--- config.mk ---
export PLATFORM = sky130hd
export DESIGN_NAME = diag_led_ctrl
export DESIGN_NICKNAME = d
export VERILOG_FILES = /design/src/logic/diag_led_pkg.sv /design/src/logic/diag_led_ctrl.sv
export VERILOG_INCLUDE_DIRS = /design/src /design/src/logic
export SDC_FILE = /design/constraint.sdc
export NUM_CORES = 1
export LEC_CHECK = 0
export ABC_CLOCK_PERIOD_IN_PS = 4700
export BUFFER_PORTS_ARGS = -buffer_cell sky130_fd_sc_hd__buf_2
export CORE_MARGIN = 2
export CORE_UTILIZATION = 50
export CTS_CLUSTER_DIAMETER = 40
export DETAILED_ROUTE_END_ITERATION = 16
export PLACE_DENSITY = 0.74
export SYNTH_ARGS = -nofsm -noshare
export SYNTH_HDL_FRONTEND = slang
export SYNTH_SLANG_ARGS = --single-unit
--- constraint.sdc ---
create_clock -name aclk -period 4.7 [get_ports aclk]
set_clock_uncertainty 0.05 [all_clocks]
set_input_delay 0.94 -clock aclk [delete_from_list [all_inputs] [get_ports aclk]]
set_output_delay 0.94 -clock aclk [all_outputs]
set_load 0.02 [all_outputs]
--- src/logic/diag_led_map.svh ---
`ifndef DIAG_LED_MAP_SVH
`define DIAG_LED_MAP_SVH

// register byte offsets
`define OFS_POST_CODE 8'h00
`define OFS_CONTROL 8'h04
`define OFS_BOOT_PHASE 8'h08
`define OFS_MEM_FAULT 8'h0C
`define OFS_LED_STATUS 8'h10
`define OFS_INT_STATUS 8'h14
`define OFS_INT_MASK 8'h18

// control register fields
`define CTL_IDENT_BIT 0
`define CTL_HEALTH_LSB 1

// health modes
`define HEALTH_GREEN 2'h0
`define HEALTH_GREEN_BLINK 2'h1
`define HEALTH_AMBER 2'h2
`define HEALTH_AMBER_BLINK 2'h3

// interrupt status bits
`define INT_BUTTON 0
`define INT_IDENT_END 1
`define INT_CPU_FAULT 2
`define INT_FAN_FAULT 3
`define INT_RESTART 4

// timing
`define CLK_HZ 50000000
`define BLINK_FAST_HZ 6
`define TICK_HZ (2 * `BLINK_FAST_HZ)
`define TICK_CYCLES (`CLK_HZ / `TICK_HZ)
`define ID_BLINK_S 120
`define ID_BLINK_TICKS (`ID_BLINK_S * `TICK_HZ)

// reset values
`define POST_RESET 8'h00
`define HEALTH_RESET 2'h0

`endif

--- src/logic/diag_led_pkg.sv ---
package diag_led_pkg;

  // controller boot phases, one-hot
  typedef enum logic [4:0] {
    BOOT_LOADER = 5'h01,
    BOOT_OS = 5'h02,
    BOOT_DONE = 5'h04,
    BOOT_MEMFAIL = 5'h08,
    BOOT_NOIMG = 5'h10
  } boot_t;

  // every indicator driven by the block
  typedef struct packed {
    logic [7:0] post;
    logic id_board;
    logic id_front;
    logic grn_board;
    logic amb_board;
    logic grn_front;
    logic amb_front;
    logic [1:0] cpu;
    logic [15:0] mem;
    logic [5:0] fan;
  } led_t;

  // whole state of the controller
  typedef struct packed {
    logic aw_hold;
    logic [7:0] awaddr;
    logic w_hold;
    logic [31:0] wdata;
    logic [3:0] wstrb;
    logic bvalid;
    logic [1:0] bresp;
    logic rvalid;
    logic [31:0] rdata;
    logic [1:0] rresp;
    logic [7:0] post;
    logic [1:0] health;
    boot_t boot;
    logic [15:0] mem;
    logic [4:0] int_st;
    logic [4:0] int_mask;
    logic id_on;
    logic [10:0] id_cnt;
    logic [22:0] tick_cnt;
    logic [3:0] phase;
    logic [5:0] fan_latch;
    logic [1:0] cpu_prev;
    led_t led;
  } state_t;

endpackage

--- src/logic/diag_led_ctrl.sv ---
`timescale 1ns/100ps
`default_nettype none
`include "diag_led_map.svh"

module diag_led_ctrl #(
  parameter int unsigned TICK_CYCLES = `TICK_CYCLES
) (
  input wire logic aclk,
  input wire logic aresetn,
  input wire logic awvalid,
  output logic awready,
  input wire logic [7:0] awaddr,
  input wire logic [2:0] awprot,
  input wire logic wvalid,
  output logic wready,
  input wire logic [31:0] wdata,
  input wire logic [3:0] wstrb,
  output logic bvalid,
  input wire logic bready,
  output logic [1:0] bresp,
  input wire logic arvalid,
  output logic arready,
  input wire logic [7:0] araddr,
  input wire logic [2:0] arprot,
  output logic rvalid,
  input wire logic rready,
  output logic [31:0] rdata,
  output logic [1:0] rresp,
  input wire logic rear_btn,
  input wire logic front_btn,
  input wire logic ctrl_restart,
  input wire logic sys_power_on,
  input wire logic dc_power_on,
  input wire logic sys_reset,
  input wire logic [1:0] power_rating_identifier_mismatch,
  input wire logic [5:0] fan_tach_low,
  output diag_led_pkg::led_t led,
  output logic irq
);
  import diag_led_pkg::*;

  // ==========================================================================
  // state
  // ==========================================================================
  state_t s_q;
  state_t s_d;
  logic wr_fire;
  logic rd_fire;
  logic tick;
  logic ident_req;
  logic press;
  logic rearm;
  logic [31:0] wmerge;
  logic [31:0] rd_val;
  logic rd_ok;
  logic blink6;
  logic blink3;
  logic blink1;
  logic id_out;
  logic grn_out;
  logic amb_out;
  logic [4:0] ev;

  // merge write data into an old value under the byte strobes
  function automatic logic [31:0] merge(input logic [31:0] old, input logic [31:0] nw, input logic [3:0] strb);
    logic [31:0] r;
    r = old;
    for (int i = 0; i < 4; i++) begin
      if (strb[i]) begin
        r[i*8 +: 8] = nw[i*8 +: 8];
      end
    end
    return r;
  endfunction

  // handshake outputs straight from the held state; one write and one read in flight
  assign awready = !s_q.aw_hold && !s_q.bvalid;
  assign wready = !s_q.w_hold && !s_q.bvalid;
  assign arready = !s_q.rvalid;
  assign bvalid = s_q.bvalid;
  assign bresp = s_q.bresp;
  assign rvalid = s_q.rvalid;
  assign rdata = s_q.rdata;
  assign rresp = s_q.rresp;
  assign led = s_q.led;
  assign irq = |(s_q.int_st & s_q.int_mask);
  assign wr_fire = s_q.aw_hold && s_q.w_hold && !s_q.bvalid;
  assign rd_fire = arvalid && !s_q.rvalid;

  // ==========================================================================
  // next-state logic
  // ==========================================================================
  always_comb begin
    s_d = s_q;
    ev = 5'h00;
    // address and data may arrive in either order; each is held until both are in
    if (awvalid && awready) begin
      s_d.aw_hold = 1'b1;
      s_d.awaddr = awaddr;
    end
    if (wvalid && wready) begin
      s_d.w_hold = 1'b1;
      s_d.wdata = wdata;
      s_d.wstrb = wstrb;
    end
    if (s_q.bvalid && bready) begin
      s_d.bvalid = 1'b0;
    end
    if (s_q.rvalid && rready) begin
      s_d.rvalid = 1'b0;
    end

    // blink time base: one tick per half period of the fastest rate
    tick = (s_q.tick_cnt == 23'(TICK_CYCLES - 1));
    s_d.tick_cnt = tick ? 23'h000000 : s_q.tick_cnt + 23'h000001;
    if (tick) begin
      s_d.phase = (s_q.phase == 4'hB) ? 4'h0 : s_q.phase + 4'h1;
    end
    blink6 = s_q.phase[0];
    blink3 = s_q.phase[1];
    blink1 = (s_q.phase < 4'h6);

    // register writes
    wmerge = 32'h00000000;
    ident_req = 1'b0;
    if (wr_fire) begin
      s_d.aw_hold = 1'b0;
      s_d.w_hold = 1'b0;
      s_d.bvalid = 1'b1;
      s_d.bresp = 2'h0;
      unique case (s_q.awaddr)
        `OFS_POST_CODE: begin
          wmerge = merge({24'h000000, s_q.post}, s_q.wdata, s_q.wstrb);
          s_d.post = wmerge[7:0];
        end
        `OFS_CONTROL: begin
          wmerge = merge({29'h00000000, s_q.health, 1'b0}, s_q.wdata, s_q.wstrb);
          s_d.health = wmerge[`CTL_HEALTH_LSB +: 2];
          ident_req = wmerge[`CTL_IDENT_BIT];
        end
        `OFS_BOOT_PHASE: begin
          wmerge = merge({27'h0000000, s_q.boot}, s_q.wdata, s_q.wstrb);
          // fatal phases are held until power is removed; illegal codes are ignored
          if (s_q.boot != BOOT_MEMFAIL && s_q.boot != BOOT_NOIMG) begin
            unique case (wmerge[4:0])
              BOOT_LOADER, BOOT_OS, BOOT_DONE, BOOT_MEMFAIL, BOOT_NOIMG: s_d.boot = boot_t'(wmerge[4:0]);
              default: s_d.boot = s_q.boot;
            endcase
          end
        end
        `OFS_MEM_FAULT: begin
          // slot LEDs only ever follow what host firmware asks
          wmerge = merge({16'h0000, s_q.mem}, s_q.wdata, s_q.wstrb);
          s_d.mem = wmerge[15:0];
        end
        `OFS_INT_STATUS: begin
          s_d.int_st = s_q.int_st & ~(s_q.wdata[4:0] & {5{s_q.wstrb[0]}});
        end
        `OFS_INT_MASK: begin
          wmerge = merge({27'h0000000, s_q.int_mask}, s_q.wdata, s_q.wstrb);
          s_d.int_mask = wmerge[4:0];
        end
        `OFS_LED_STATUS: begin
          s_d.bresp = 2'h0;
        end
        default: begin
          s_d.bresp = 2'h2;
        end
      endcase
    end

    // a controller restart reruns the boot display unless a fatal phase is held; DC power cycles do not
    if (ctrl_restart && s_q.boot != BOOT_MEMFAIL && s_q.boot != BOOT_NOIMG) begin
      s_d.boot = BOOT_LOADER;
      ev[`INT_RESTART] = 1'b1;
    end

    // identify: buttons toggle one shared state; a press also ends a timed blink
    press = rear_btn ^ front_btn;
    if (press) begin
      s_d.id_on = !s_q.id_on;
      s_d.id_cnt = 11'h000;
      ev[`INT_BUTTON] = 1'b1;
    end else if (ident_req) begin
      s_d.id_cnt = 11'(`ID_BLINK_TICKS);
    end else if (tick && s_q.id_cnt != 11'h000) begin
      s_d.id_cnt = s_q.id_cnt - 11'h001;
      ev[`INT_IDENT_END] = (s_q.id_cnt == 11'h001);
    end

    // fan latches: rearm reloads from the live level so a standing fault stays lit
    rearm = dc_power_on || sys_reset;
    if (rearm) begin
      s_d.fan_latch = fan_tach_low;
    end else begin
      s_d.fan_latch = s_q.fan_latch | fan_tach_low;
    end
    ev[`INT_FAN_FAULT] = |(fan_tach_low & ~s_q.fan_latch);
    ev[`INT_CPU_FAULT] = |(power_rating_identifier_mismatch & ~s_q.cpu_prev);
    s_d.cpu_prev = power_rating_identifier_mismatch;

    // sticky status: a new event beats a clear in the same cycle
    s_d.int_st = s_d.int_st | ev;

    // indicator patterns per boot phase
    id_out = 1'b0;
    grn_out = 1'b0;
    amb_out = 1'b0;
    unique case (s_q.boot)
      BOOT_MEMFAIL: begin
        id_out = 1'b1;
        amb_out = 1'b1;
      end
      BOOT_NOIMG: begin
        id_out = blink6;
        amb_out = 1'b1;
      end
      BOOT_LOADER: begin
        id_out = blink3;
        grn_out = blink1;
      end
      BOOT_OS: begin
        id_out = 1'b1;
        grn_out = 1'b1;
      end
      BOOT_DONE: begin
        // steady identify wins over a timed blink
        id_out = s_q.id_on || (s_q.id_cnt != 11'h000 && blink1);
        unique case (s_q.health)
          `HEALTH_GREEN: grn_out = 1'b1;
          `HEALTH_GREEN_BLINK: grn_out = blink1;
          `HEALTH_AMBER: amb_out = 1'b1;
          `HEALTH_AMBER_BLINK: amb_out = blink1;
        endcase
      end
    endcase
    s_d.led.post = s_q.post;
    s_d.led.id_board = id_out;
    s_d.led.id_front = id_out;
    s_d.led.grn_board = grn_out;
    s_d.led.amb_board = amb_out;
    s_d.led.grn_front = grn_out;
    s_d.led.amb_front = amb_out;
    // fault LEDs stay quiet until the controller has finished booting
    s_d.led.cpu = (s_q.boot == BOOT_DONE) ? power_rating_identifier_mismatch : 2'h0;
    s_d.led.mem = (s_q.boot == BOOT_DONE && sys_power_on) ? s_q.mem : 16'h0000;
    s_d.led.fan = (s_q.boot == BOOT_DONE) ? s_q.fan_latch : 6'h00;

    // register reads answer one cycle after the address is taken
    rd_ok = 1'b1;
    unique case (araddr)
      `OFS_POST_CODE: rd_val = {24'h000000, s_q.post};
      `OFS_CONTROL: rd_val = {29'h00000000, s_q.health, 1'b0};
      `OFS_BOOT_PHASE: rd_val = {27'h0000000, s_q.boot};
      `OFS_MEM_FAULT: rd_val = {16'h0000, s_q.mem};
      `OFS_LED_STATUS: rd_val = {19'h00000, s_q.fan_latch, s_q.led.cpu, s_q.led.amb_board,
                                 s_q.led.grn_board, s_q.led.id_board, (s_q.id_cnt != 11'h000), s_q.id_on};
      `OFS_INT_STATUS: rd_val = {27'h0000000, s_q.int_st};
      `OFS_INT_MASK: rd_val = {27'h0000000, s_q.int_mask};
      default: begin
        rd_val = 32'h00000000;
        rd_ok = 1'b0;
      end
    endcase
    if (rd_fire) begin
      s_d.rvalid = 1'b1;
      s_d.rdata = rd_val;
      s_d.rresp = rd_ok ? 2'h0 : 2'h2;
    end
  end

  // ==========================================================================
  // state register
  // ==========================================================================
  // an AC power-up is the reset, which starts the boot display in the loader phase
  always_ff @(posedge aclk) begin
    if (!aresetn) begin
      s_q <= '0;
      s_q.post <= `POST_RESET;
      s_q.health <= `HEALTH_RESET;
      s_q.boot <= BOOT_LOADER;
    end else begin
      s_q <= s_d;
    end
  end
endmodule
`default_nettype wire

==> results of run 1 <==
placed cells by master (no fill, tap or decap), drive strengths merged, types with 5 or more instances in the layout:
cell    netlist  final
xor2         13     13
clkbuf       30     19
and3         24     24
nand4         8      8
nor3         14     14
a21oi        63     63
nor4          8      8
conb          1     18
or4           7      7
mux2i        37     37
and2         18     18
nand3        24     24
dfxtp       171    171
nand2        87     87
a222oi        6      6
mux2          9      9
ha            6      6
inv          21     24
nor4b         6      6
buf          84    117
a22oi        11     11
clkinv        0      5
xnor2        14     14
o21ai        14     14
nor2        103    103
sequential cells by signal (all words and copies together), names as in the netlist:
| name | count |
|---|---|
| s_q | 106 |
| rdata | 16 |
| led | 35 |
| bresp | 1 |
| blink6 | 1 |
| s_d | 8 |
| rvalid | 1 |
| bvalid | 1 |
| rresp | 1 |
| blink3 | 1 |
cells by family (layout without fill, tap and decap cells):
family | after synthesis | count (layout) | synth area share, %
fa+ha+maj | 6 | 6 | 0.989
xor+xnor | 27 | 27 | 3.11
mux | 50 | 50 | 7.40
flops | 171 | 171 | 45.1
compound gates | 135 | 135 | 11.4
buf+inv | 135 | 169 | 10.6
simple gates | 330 | 330 | 21.4
other cells | 1 | 18 | 0.0494
final cells by class:
| type | count | area share, % |
|---|---|---|
| flip-flops and latches | 171 | 40.9 |
| clock buffers | 19 | 5.41 |
| clock inverters | 12 | 1.96 |
| repair buffers | 117 | 7.03 |
| multi-input cells | 566 | 41.0 |
| well taps | 188 | 2.81 |
| inverters | 21 | 0.942 |
worst max-delay path, stage by stage (launching register included):
cell      delay [ns]
dfxtp_1         0.44
ha_1            0.18
nor4bb_1        0.29
nand4_1         0.20
or2_1           0.50
nand2_1         0.67
nor2_1          0.12
power breakdown:
group	internal, mW	total (mW)	switching, mW
clock	0.869	1.45	0.586
sequential	1.48	1.51	0.0339
combinational	0.0593	0.174	0.114
routing by layer:
metal,wire [microns],GRT usage [%]
met5,0,0
met4,334,8.08
met1,7920,29.0
met2,7380,31.0
met3,864,4.94
per-stage QoR:
stage	util, %	hold WS (ns)	instances	setup slack [ns]
final	55.7	0.405	1094	2.09
after floorplan	-	0.382	872	2.37
after detailed placement	51.6	0.397	1063	1.90
after global placement	51.6	0.391	1063	1.93
after global routing	55.7	0.425	1094	1.87
after CTS	55.7	0.406	1094	2.11
worst paths after layout:
| kind | slack [ns] | endpoint | cells past startpoint |
|---|---|---|---|
| setup / recovery | 2.09 | s_q[63] | 6 |
| hold / removal | 0.40 | s_q[183] | 2 |
| setup reg to reg | 2.09 | s_q[63] | 6 |
| hold reg to reg | 0.40 | s_q[183] | 2 |
==> summary.txt, run 1 <==
Timing
  – Relative slew slack: 18.4%
  – RSZ-0062 raised after global routing: no
  – Final Max Tran Viols: 0
  – Final setup fails: 0
  – Setup TNS: 0 ns
  – Min Tclk post-route: 2.61 ns
  – Worst-Margin Slew: around 1.2 ns
  – Final period utilization: between 50% and 60%
  – Final Hold Viols: 0
  – Max Fclk: 0.383 GHz

Critical path
  – CP startpoint: s_q[50]
  – Critical Path AT: approximately 2.8 ns
  – Crit Path Max Fanout: 23
  – Worst EP required: ~5 ns
  – CP Capture Type: flip-flop
  – Kind of critical path: reg2reg
  – Worst R2R Start: s_q[50]
  – Worst setup SP type: flip-flop

Finish
  – Post-Layout Inst Area: between 8000 and 9000 sq um
  – Share of layout cells above drive strength 1: a little under a fifth
  – Number of fill cells: roughly 1300
  – N_diodes: 0
  – FF/Latch Area: 3420 sq um
  – Area of the multi-input gates: ~3400 sq um
  – Final-stage net count: between 900 and 1000
  – Area grow syn2layout: 10.3%

Synthesis
  – Count leader, synth: dfxtp_1
  – Yosys top cell by area: dfxtp_1
  – Synth Flop Type: dfxtp_1
  – Post-Syn Area: between 7000 and 8000 sq um
  – Synth warn: 0
  – Syn Area/Cell: 8.88 sq um
  – Synth top cells by count: dfxtp_1 (171), nor2_1 (103), nand2_1 (87), buf_4 (75), a21oi_1 (61)
  – #FFs+latches synth: around 170
  – Sequential area share after synthesis: a little under half
  – Synth top area share: 45.1%
  – Post-synth EDFFs: 0
  – Synth Instances: 855
  – Top cells by area, synth: dfxtp_1 (45%), buf_4 (7.4%), nor2_1 (5.1%), mux2i_1 (4.9%), nand2_1 (4.3%)
  – Distinct cells, synth: 62
  – Async SR Flop Fraction: 0%

Pwr
  – VDD IR max: approximately 0.24 mV
  – PD cells: ~380 nW/um^2
  – Tot Pwr: around 3.1 mW
  – Leak: ~3.6 nW

GRT
  – Initial antenna violation count: 0
  – Grt ovf: 0
  – Vias in the first global route: around 5300
  – Largest net degree at the start of global routing: 95
  – First-pass GRT wire length: ~27 mm
  – Overall routing resource usage: ~21%

Placement
  – Number of buffers added on ports: 116
  – Post-DP Area: a little under 8000 sq um
  – GPL Wtd Cong: 0.794
  – DP HPWL: 11.4 mm

Clock tree
  – Clock Tree Root: clkbuf_16
  – Sink Count: roughly 170
  – Clk_lat worst skew: 0.43 ns
  – Post-CTS setup buffer count: 0
  – H-tree depth: 4
  – Clk pin slew, worst setup/hold paths: approximately 0.060 ns
  – Hold buffers post-CTS: 0
  – CTS Buf Count: 17
  – Resize count post-CTS: 0
  – Max clock buf depth: 2
  – CTS tree: done

Route
  – Routed WL: around 17 mm
  – Total number of vias: between 5000 and 6000
  – First DRT Iteration DRCs: around 500
  – Post-DRT Antenna Nets: 0
  – DRC: 0
  – Via/cell ratio: 5.44
  – Post-DR wirelength/cell: roughly 15 microns
  – Drt pass-1 iters: 6

Die
  – Core area: between 15000 and 20000 sq um
  – Die area: between 15000 and 20000 sq um
  – I/O pin total: about 160
  – Height of the die: roughly 130 microns
  – Cell row count: 45
  – Starting Density: 50.5%
  – Die width: roughly 130 microns

Flow run
  – Max cap viols: 0

Hold path
  – Hold path startpoint: s_q[183]
  – Hold/Removal Path Class: reg2reg

Status
  – Run status: completed
Power figures use the tool's default switching activity.
==> run 2, diff against run 1 <==
--- a/config.mk
+++ b/config.mk
@@ -6,13 +6,14 @@
 export SDC_FILE = /design/constraint.sdc
 export NUM_CORES = 1
 export LEC_CHECK = 0
-export ABC_CLOCK_PERIOD_IN_PS = 4700
+export ABC_AREA = 1
+export ABC_CLOCK_PERIOD_IN_PS = 2700
 export BUFFER_PORTS_ARGS = -buffer_cell sky130_fd_sc_hd__buf_2
 export CORE_MARGIN = 2
 export CORE_UTILIZATION = 50
 export CTS_CLUSTER_DIAMETER = 40
 export DETAILED_ROUTE_END_ITERATION = 16
-export PLACE_DENSITY = 0.74
+export PLACE_DENSITY = 0.73
 export SYNTH_ARGS = -nofsm -noshare
 export SYNTH_HDL_FRONTEND = slang
 export SYNTH_SLANG_ARGS = --single-unit
==> constraint.sdc (replaced) <==
create_clock -name aclk -period 2.7 [get_ports aclk]
set_clock_uncertainty 0.05 [all_clocks]
set_input_delay 0.54 -clock aclk [delete_from_list [all_inputs] [get_ports aclk]]
set_output_delay 0.54 -clock aclk [all_outputs]
set_load 0.02 [all_outputs]
==> run 2 against run 1 <==
Die area up 5.5%. Cell area up 5.7%. Worst hold slack worse by 0.12 ns. Largest power group unchanged. Critical path type is now reg2out. Clock power up 61%.
==> summary.txt, run 2 <==
Die
  – Die area: 17100 sq um (was 16200 sq um)
  – Core area: 15800 sq um (was 15000 sq um)
  – Cell row count: 46 (was 45)
  – I/O pin total: 159 (unchanged)
  – Starting Density: 50.9% (was 50.5%)
  – Die width: 131 microns (was 127 microns)
  – Height of the die: 131 microns (was 127 microns)

Route
  – Met3 wire len: 1.12 mm (was 864 microns)
  – Routed met2 length: 8.42 mm (was 7.38 mm)
  – First DRT Iteration DRCs: 516 (was 504)
  – Top Metal Used: met4 (unchanged)
  – Drt pass-1 iters: 6 (unchanged)
  – Total number of vias: 6915 (was 5952)
  – DRC: 0 (unchanged)
  – Post-DR wirelength/cell: 13.1 microns (was 15.1 microns)
  – Routed WL: 18.2 mm (was 16.5 mm)
  – Post-DRT Antenna Nets: 0 (unchanged)
  – Wl on met1: 8.23 mm (was 7.92 mm)
  – Via/cell ratio: 4.96 (was 5.44)

Synthesis
  – Sequential area share after synthesis: 42.7% (was 45.1%)
  – Distinct cells, synth: 46 (was 62)
  – Post-Syn Area: 8020 sq um (was 7590 sq um)
  – Synth Flop Type: dfxtp_1 (unchanged)
  – Syn Area/Cell: 7.23 sq um (was 8.88 sq um)
  – Post-synth EDFFs: 0 (unchanged)
  – Yosys top cell by area: dfxtp_1 (unchanged)
  – Top cells by area, synth: dfxtp_1 (43%), nand2_1 (10%), nor2_1 (7.7%), buf_4 (7.1%), a21oi_1 (5.7%) (was dfxtp_1 (45%), buf_4 (7.4%), nor2_1 (5.1%), mux2i_1 (4.9%), nand2_1 (4.3%))
  – Count leader, synth: nand2_1 (was dfxtp_1)
  – Synth top area share: 42.7% (was 45.1%)
  – Synth warn: 0 (unchanged)
  – Async SR Flop Fraction: 0% (unchanged)
  – Synth Instances: 1110 (was 855)
  – Synth top cells by count: nand2_1 (218), dfxtp_1 (171), nor2_1 (165), inv_1 (114), a21oi_1 (92) (was dfxtp_1 (171), nor2_1 (103), nand2_1 (87), buf_4 (75), a21oi_1 (61))
  – #FFs+latches synth: 171 (unchanged)

Critical path
  – Critical Path AT: 1.41 ns (was 2.84 ns)
  – Critical path's most frequent cell: nand2_1
  – Kind of critical path: reg2out (was reg2reg)
  – CP Capture Type: primary output (was flip-flop)
  – Slowest stage delay, CP: 0.34 ns (was 0.67 ns)
  – Slowest cell on crit path: dfxtp_1 (was nand2_1)
  – Worst setup SP type: flip-flop (unchanged)
  – Critical-path cell list: nand2_1 -> nand2_1 -> a221oi_1 -> nand2_1 -> buf_2 (was ha_1 -> nor4bb_1 -> nand4_1 -> or2_1 -> nand2_1 -> nor2_1)
  – Crit Path Max Fanout: 3 (was 23)
  – Worst EP required: 2.11 ns (was 4.93 ns)

Finish
  – N_diodes: 0 (unchanged)
  – Most flop-heavy register: s_q (unchanged)
  – Area grow syn2layout: 10.3% (about the same)
  – Share of layout cells above drive strength 1: 17.2% (was 19.0%)
  – Commonest non-fill, non-tap cell in the layout: nand2_1 (was dfxtp_1)
  – Max FFs per register: 106 (unchanged)
  – Most frequent cells in the layout: nand2_1 (218), dfxtp_1 (171), nor2_1 (165), buf_2 (116), inv_1 (114) (was dfxtp_1 (171), buf_2 (116), nor2_1 (103), nand2_1 (87), a21oi_1 (61))
  – Final-stage net count: 1252 (was 979)
  – Final std cells w/o fill: 1394 (was 1094)

Timing
  – Final period utilization: roughly three quarters
  – Relative slew slack: 60.8% (was 18.4%)
  – Final setup fails: 0 (unchanged)
  – Worst-Margin Slew: 0.587 ns (was 1.22 ns)
  – Final Max Tran Viols: 0 (unchanged)
  – Setup TNS: 0 ns (unchanged)
  – Final Hold Viols: 0 (unchanged)
  – RSZ-0062 raised after global routing: no (unchanged)
  – Max Fclk: between 0.5 and 0.6 GHz
  – Min Tclk post-route: approximately 2 ns

Pwr
  – PD cells: 606 nW/um^2 (was 375 nW/um^2)
  – Sw Ratio: 25.3% (was 23.4%)
  – Combinational share of power: 7.3% (was 5.5%)
  – Internal: 4.01 mW (was 2.41 mW)
  – Switch Pwr: 1.35 mW (was 0.735 mW)
  – Clock power frac: 43.4% (was 46.3%)
  – Leak: 4.00 nW (was 3.59 nW)
  – Reg power frac: 49.3% (was 48.2%)
  – VDD IR max: 0.509 mV (was 0.244 mV)

GRT
  – First-pass GRT wire length: 28.8 mm (was 26.7 mm)
  – Overall routing resource usage: 21.6% (was 20.7%)
  – Vias in the first global route: 5997 (was 5317)
  – Largest net degree at the start of global routing: 49 (was 95)
  – Grt ovf: 0 (unchanged)
  – Initial antenna violation count: 0 (unchanged)

Hold path
  – Hold/Removal Path Class: in2reg (was reg2reg)

Clock tree
  – CTS Buf Count: 17 (unchanged)
  – Max clock buf depth: 2 (unchanged)
  – Clock Tree Root: clkbuf_16 (unchanged)
  – Clk pin slew, worst setup/hold paths: 0.07 ns (was 0.06 ns)
  – CTS tree: done (unchanged)
  – Post-CTS setup buffer count: 0 (unchanged)
  – Clk_lat worst skew: 0.43 ns (about the same)
  – Hold buffers post-CTS: 0 (unchanged)
  – Sink Count: 171 (unchanged)
  – H-tree depth: 4 (unchanged)
  – Resize count post-CTS: 0 (unchanged)

Placement
  – Placed Cells: 1364 (was 1063)
  – DP HPWL: 13.5 mm (was 11.4 mm)
  – Number of buffers added on ports: 116 (unchanged)
  – GPL Wtd Cong: 0.894 (was 0.794)

Flow run
  – Max cap viols: 0 (unchanged)

Status
  – Run status: completed (unchanged)
## run 2: changes by cell type in the layout (fill, tap and decap cells not counted), sizes merged, moves of 8 or more
cell,before,now
mux2i,37,0
o21ai,14,61
xnor2,14,6
and3,24,0
inv,24,136
a22oi,11,0
a21oi,63,92
mux2,9,0
nand3,24,55
nand4,8,18
nand2,87,225
and2,18,0
nor2,103,184
## run 2: worst max-delay path, delay by kind of cell (launching register included)
family / cells / cell delay, ns
flops: 1 / 0.34
compound gates: 1 / 0.21
buf+inv: 1 / 0.18
simple gates: 3 / 0.25
## run 2: worst paths after layout
| path | start | cells after the start | slack (ns) | end |
|---|---|---|---|---|
| max | s_q[90] | 5 | 0.70 | irq |
| min reg2reg | s_d[35] | 2 | 0.39 | led[35] |
| min | power_rating_identifier_mismatch[0] | 3 | 0.28 | s_q[38] |
| max reg2reg | s_q[201] | 9 | 0.80 | s_q[97] |
## run 2: cells by family after synthesis
logic type | count (synthesis) | synth area share, %
buffers and inverters | 231 | 14.6
other | 1 | 0.0467
AND/OR/NAND/NOR | 506 | 28.2
AO/OA/AOI/OAI | 179 | 11.8
XOR/XNOR | 16 | 1.75
adder cells (fa/ha/maj) | 6 | 0.936
flip-flops | 171 | 42.7
## run 2: layout make-up
type	count	area, sq um
Inverter	132	500
Clock buffer	19	443
Tap cell	216	270
Fill cell	1534	6920
Timing Repair Buffer	120	611
Clock inverter	11	110
Sequential cell	171	3420
Multi-Input combinational cell	725	3490
## run 2: power groups by stage
stage	sequential (mW)	combinational [mW]	clock, mW
after floorplan	2.68	0.301	0
after global placement	2.70	0.382	0
after detailed placement	2.70	0.390	0
after CTS	2.64	0.394	2.36
after global routing	2.65	0.439	2.47
final	2.64	0.393	2.33
## run 2: per-stage QoR
stage	area, sq um	util, %	hold WS, ns	total power [mW]	worst slack [ns]
2_1_floorplan	8090	-	0.362	2.98	1.11
3_3_place_gp	8300	52.6	0.384	3.08	0.721
3_5_place_dp	8300	52.6	0.388	3.09	0.681
4_1_cts	8850	56.1	0.269	5.39	0.691
5_1_grt	8850	56.1	0.288	5.56	0.594
6_report	8850	56.1	0.284	5.36	0.702
## run 2: per-layer routing
layer	vias up	GRT usage [%]
met2	201	33.9
li1	3564	-
met4	0	9.07
met3	35	4.28
met1	3115	29.1
met5	-	0
==> run 3, diff against run 2 <==
--- a/config.mk
+++ b/config.mk
@@ -6,14 +6,14 @@
 export SDC_FILE = /design/constraint.sdc
 export NUM_CORES = 1
 export LEC_CHECK = 0
-export ABC_AREA = 1
-export ABC_CLOCK_PERIOD_IN_PS = 2700
+export ABC_AREA = 0
+export ABC_CLOCK_PERIOD_IN_PS = 1700
 export BUFFER_PORTS_ARGS = -buffer_cell sky130_fd_sc_hd__buf_2
 export CORE_MARGIN = 2
-export CORE_UTILIZATION = 50
+export CORE_UTILIZATION = 49
 export CTS_CLUSTER_DIAMETER = 40
 export DETAILED_ROUTE_END_ITERATION = 16
-export PLACE_DENSITY = 0.73
+export PLACE_DENSITY = 0.76
 export SYNTH_ARGS = -nofsm -noshare
 export SYNTH_HDL_FRONTEND = slang
 export SYNTH_SLANG_ARGS = --single-unit
==> constraint.sdc (replaced) <==
create_clock -name aclk -period 1.7 [get_ports aclk]
set_clock_uncertainty 0.05 [all_clocks]
set_input_delay 0.34 -clock aclk [delete_from_list [all_inputs] [get_ports aclk]]
set_output_delay 0.34 -clock aclk [all_outputs]
set_load 0.02 [all_outputs]
==> run 3 against run 2 <==
The run now ends with negative setup slack left. Sequential share of layout area down 3.4 points. Worst hold slack got worse by 0.21 ns. Core utilization is 8.2 points higher. Critical endpoint is now s_q[82].
==> summary.txt, run 3 (synthesized netlist as in run 1, its figures left out) <==
Pwr
  – PD cells: 883 nW/um^2 (was 606 nW/um^2)
  – VDD IR max: 0.841 mV (was 0.509 mV)
  – Leak: 4.23 nW (was 4.00 nW)

Finish
  – Most frequent cells in the layout: dfxtp_1 (164), buf_2 (114), buf_4 (97), nand2_1 (84), nor2_1 (78) (was nand2_1 (218), dfxtp_1 (171), nor2_1 (165), buf_2 (116), inv_1 (114))
  – Max FFs per register: 106 (unchanged)
  – Share of layout cells above drive strength 1: 34.6% (was 17.2%)
  – Final-stage net count: 1090 (was 1252)
  – Final std cells w/o fill: 1205 (was 1394)
  – Area grow syn2layout: 28.3% (was 10.3%)
  – Most flop-heavy register: s_q (unchanged)
  – Commonest non-fill, non-tap cell in the layout: dfxtp_1 (was nand2_1)
  – N_diodes: 0 (unchanged)

Placement
  – GPL Wtd Cong: 0.914 (was 0.894)
  – Placed Cells: 1157 (was 1364)
  – DP HPWL: 13.0 mm (was 13.5 mm)
  – Number of buffers added on ports: 116 (unchanged)
  – Pre-CTS setup slack: -0.451 ns (was 0.681 ns)

Timing
  – Setup TNS: -7.14 ns (was 0 ns)
  – Relative slew slack: 56.4% (was 60.8%)
  – Final Hold Viols: 0 (unchanged)
  – Final setup fails: 46 (was 0)
  – Max Fclk: ~0.5 GHz
  – Final WS setup: -0.266 ns (was 0.702 ns)
  – RSZ-0062 raised after global routing: yes (was no)
  – Hold Slack: 0.0755 ns (was 0.284 ns)
  – Final Max Tran Viols: 0 (unchanged)
  – Worst-Margin Slew: 0.645 ns (was 0.587 ns)
  – Final period utilization: 116%
  – Min Tclk post-route: 1.97 ns

GRT
  – Grt met1 use: 28.9% (was 29.1%)
  – M3 GR Usage: 4.99% (was 4.28%)
  – Initial antenna violation count: 0 (unchanged)
  – Vias in the first global route: 5983 (was 5997)
  – Grt ovf: 0 (unchanged)
  – Gr busiest metal: met2 (unchanged)
  – Overall routing resource usage: 22.7% (was 21.6%)
  – Largest net degree at the start of global routing: 33 (was 49)
  – First-pass GRT wire length: 29.5 mm (was 28.8 mm)
  – Met2 Track Usage GR: 37.5% (was 33.9%)

Route
  – Drt pass-1 iters: 6 (unchanged)
  – First DRT Iteration DRCs: 566 (was 516)
  – Routed WL: 19.5 mm (was 18.2 mm)
  – Post-DR wirelength/cell: 16.2 microns (was 13.1 microns)
  – Post-DRT Antenna Nets: 0 (unchanged)
  – DRC: 0 (unchanged)
  – Via/cell ratio: 5.44 (was 4.96)
  – Total number of vias: 6561 (was 6915)

Clock tree
  – Sink Count: 171 (unchanged)
  – Max clock buf depth: 2 (unchanged)
  – CTS Buf Count: 17 (unchanged)
  – Clock Tree Root: clkbuf_16 (unchanged)
  – H-tree depth: 4 (unchanged)
  – Clk pin slew, worst setup/hold paths: 0.07 ns (about the same)
  – CTS tree: done (unchanged)
  – Clk_lat worst skew: 0.44 ns (was 0.43 ns)
  – Hold buffers post-CTS: 0 (unchanged)

Critical path
  – Worst setup SP type: flip-flop (unchanged)
  – Critical-path cell list: or4_4 -> or3_4 -> or4_4 -> a21oi_2 (was nand2_1 -> nand2_1 -> a221oi_1 -> nand2_1 -> buf_2)
  – Crit Path Max Fanout: 4 (was 3)
  – Worst EP required: 2.03 ns (was 2.11 ns)
  – Critical Path AT: 2.29 ns (was 1.41 ns)
  – Slowest stage delay, CP: 0.54 ns (was 0.34 ns)
  – Critical path's most frequent cell: or4_4 (was nand2_1)
  – Kind of critical path: reg2reg (was reg2out)
  – CP Capture Type: flip-flop (was primary output)
  – Slowest cell on crit path: or4_4 (was dfxtp_1)

Die
  – I/O pin total: 159 (unchanged)
  – Die area: 16500 sq um (was 17100 sq um)
  – Die width: 128 microns (was 131 microns)
  – Starting Density: 50.1% (was 50.9%)
  – Height of the die: 128 microns (was 131 microns)
  – Core area: 15100 sq um (was 15800 sq um)
  – Cell row count: 45 (was 46)

Status
  – Failing checks: negative setup slack
  – Run status: finished with violations (was completed)

Hold path
  – Hold/Removal Path Class: in2reg (unchanged)

Flow run
  – Max cap viols: 0 (unchanged)
run 3: cell count changes in the layout (fill, tap and decap cells not counted), sizes merged, moves of 11 or more:
| cell | delta |
|---|---|
| and2 | +18 |
| o21ai | -47 |
| and3 | +24 |
| a22oi | +11 |
| buf | +107 |
| inv | -107 |
| nor2 | -81 |
| nand3 | -31 |
| a21oi | -29 |
| mux2i | +37 |
| nand2 | -138 |
run 3: timing repair:
| action | 4_1_cts | 5_1_grt |
|---|---|---|
| gates cloned | 4 | 0 |
| pin swaps | 36 | 27 |
| hold endpoints to repair | 0 | 0 |
| gates resized for setup | 47 | 58 |
| setup endpoints to repair | 48 | 61 |
| buffers inserted | 9 | 5 |
run 3: power by group:
part           internal, mW  switching (mW)
Combinational         0.280           0.409
Clock                  1.95            1.81
Sequential             4.09          0.0661
Total                  6.32            2.28
run 3: worst paths after layout:
| path | cells past startpoint | slack (ns) | start | end |
|---|---|---|---|---|
| setup / recovery | 4 | -0.27 | s_q[79] | s_q[82] |
| hold / removal | 3 | 0.08 | wstrb[0] | s_q[164] |
| hold reg to reg | 2 | 0.41 | s_q[182] | s_q[182] |
| setup reg to reg | 4 | -0.27 | s_q[79] | s_q[82] |
run 3: cell type report:
type                       instances  area, sq um
tap                              188          235
clock buffer                      17          425
sequential                       171         3430
clock inverter                    14          151
timing repair buffer             227         1550
inverter                          21         78.8
fill                            1222         5410
multi-input combinational        567         3870
run 3: routing by layer:
layer / vias to the layer above / share of wire [%]
li1: 3177 / -
met1: 3132 / 43
met2: 224 / 49
met3: 28 / 5.4
met4: 0 / 2.0
met5: - / 0
run 3: worst max-delay path: cells and delay by family (launching register included):
family             cells  cell delay (ns)
DFF                    1             0.33
and+or+nand+nor        3             1.40
AOI/OAI and AO/OA      1             0.12
run 3: per-stage QoR:
stage,util (%),cell area [sq um],power (mW)
CTS,62.4,9450,8.62
global placement,56.4,8540,4.84
finish,64.3,9740,8.60
detailed placement,56.4,8540,4.85
global route,64.3,9740,8.87
floorplan,-,7750,4.63
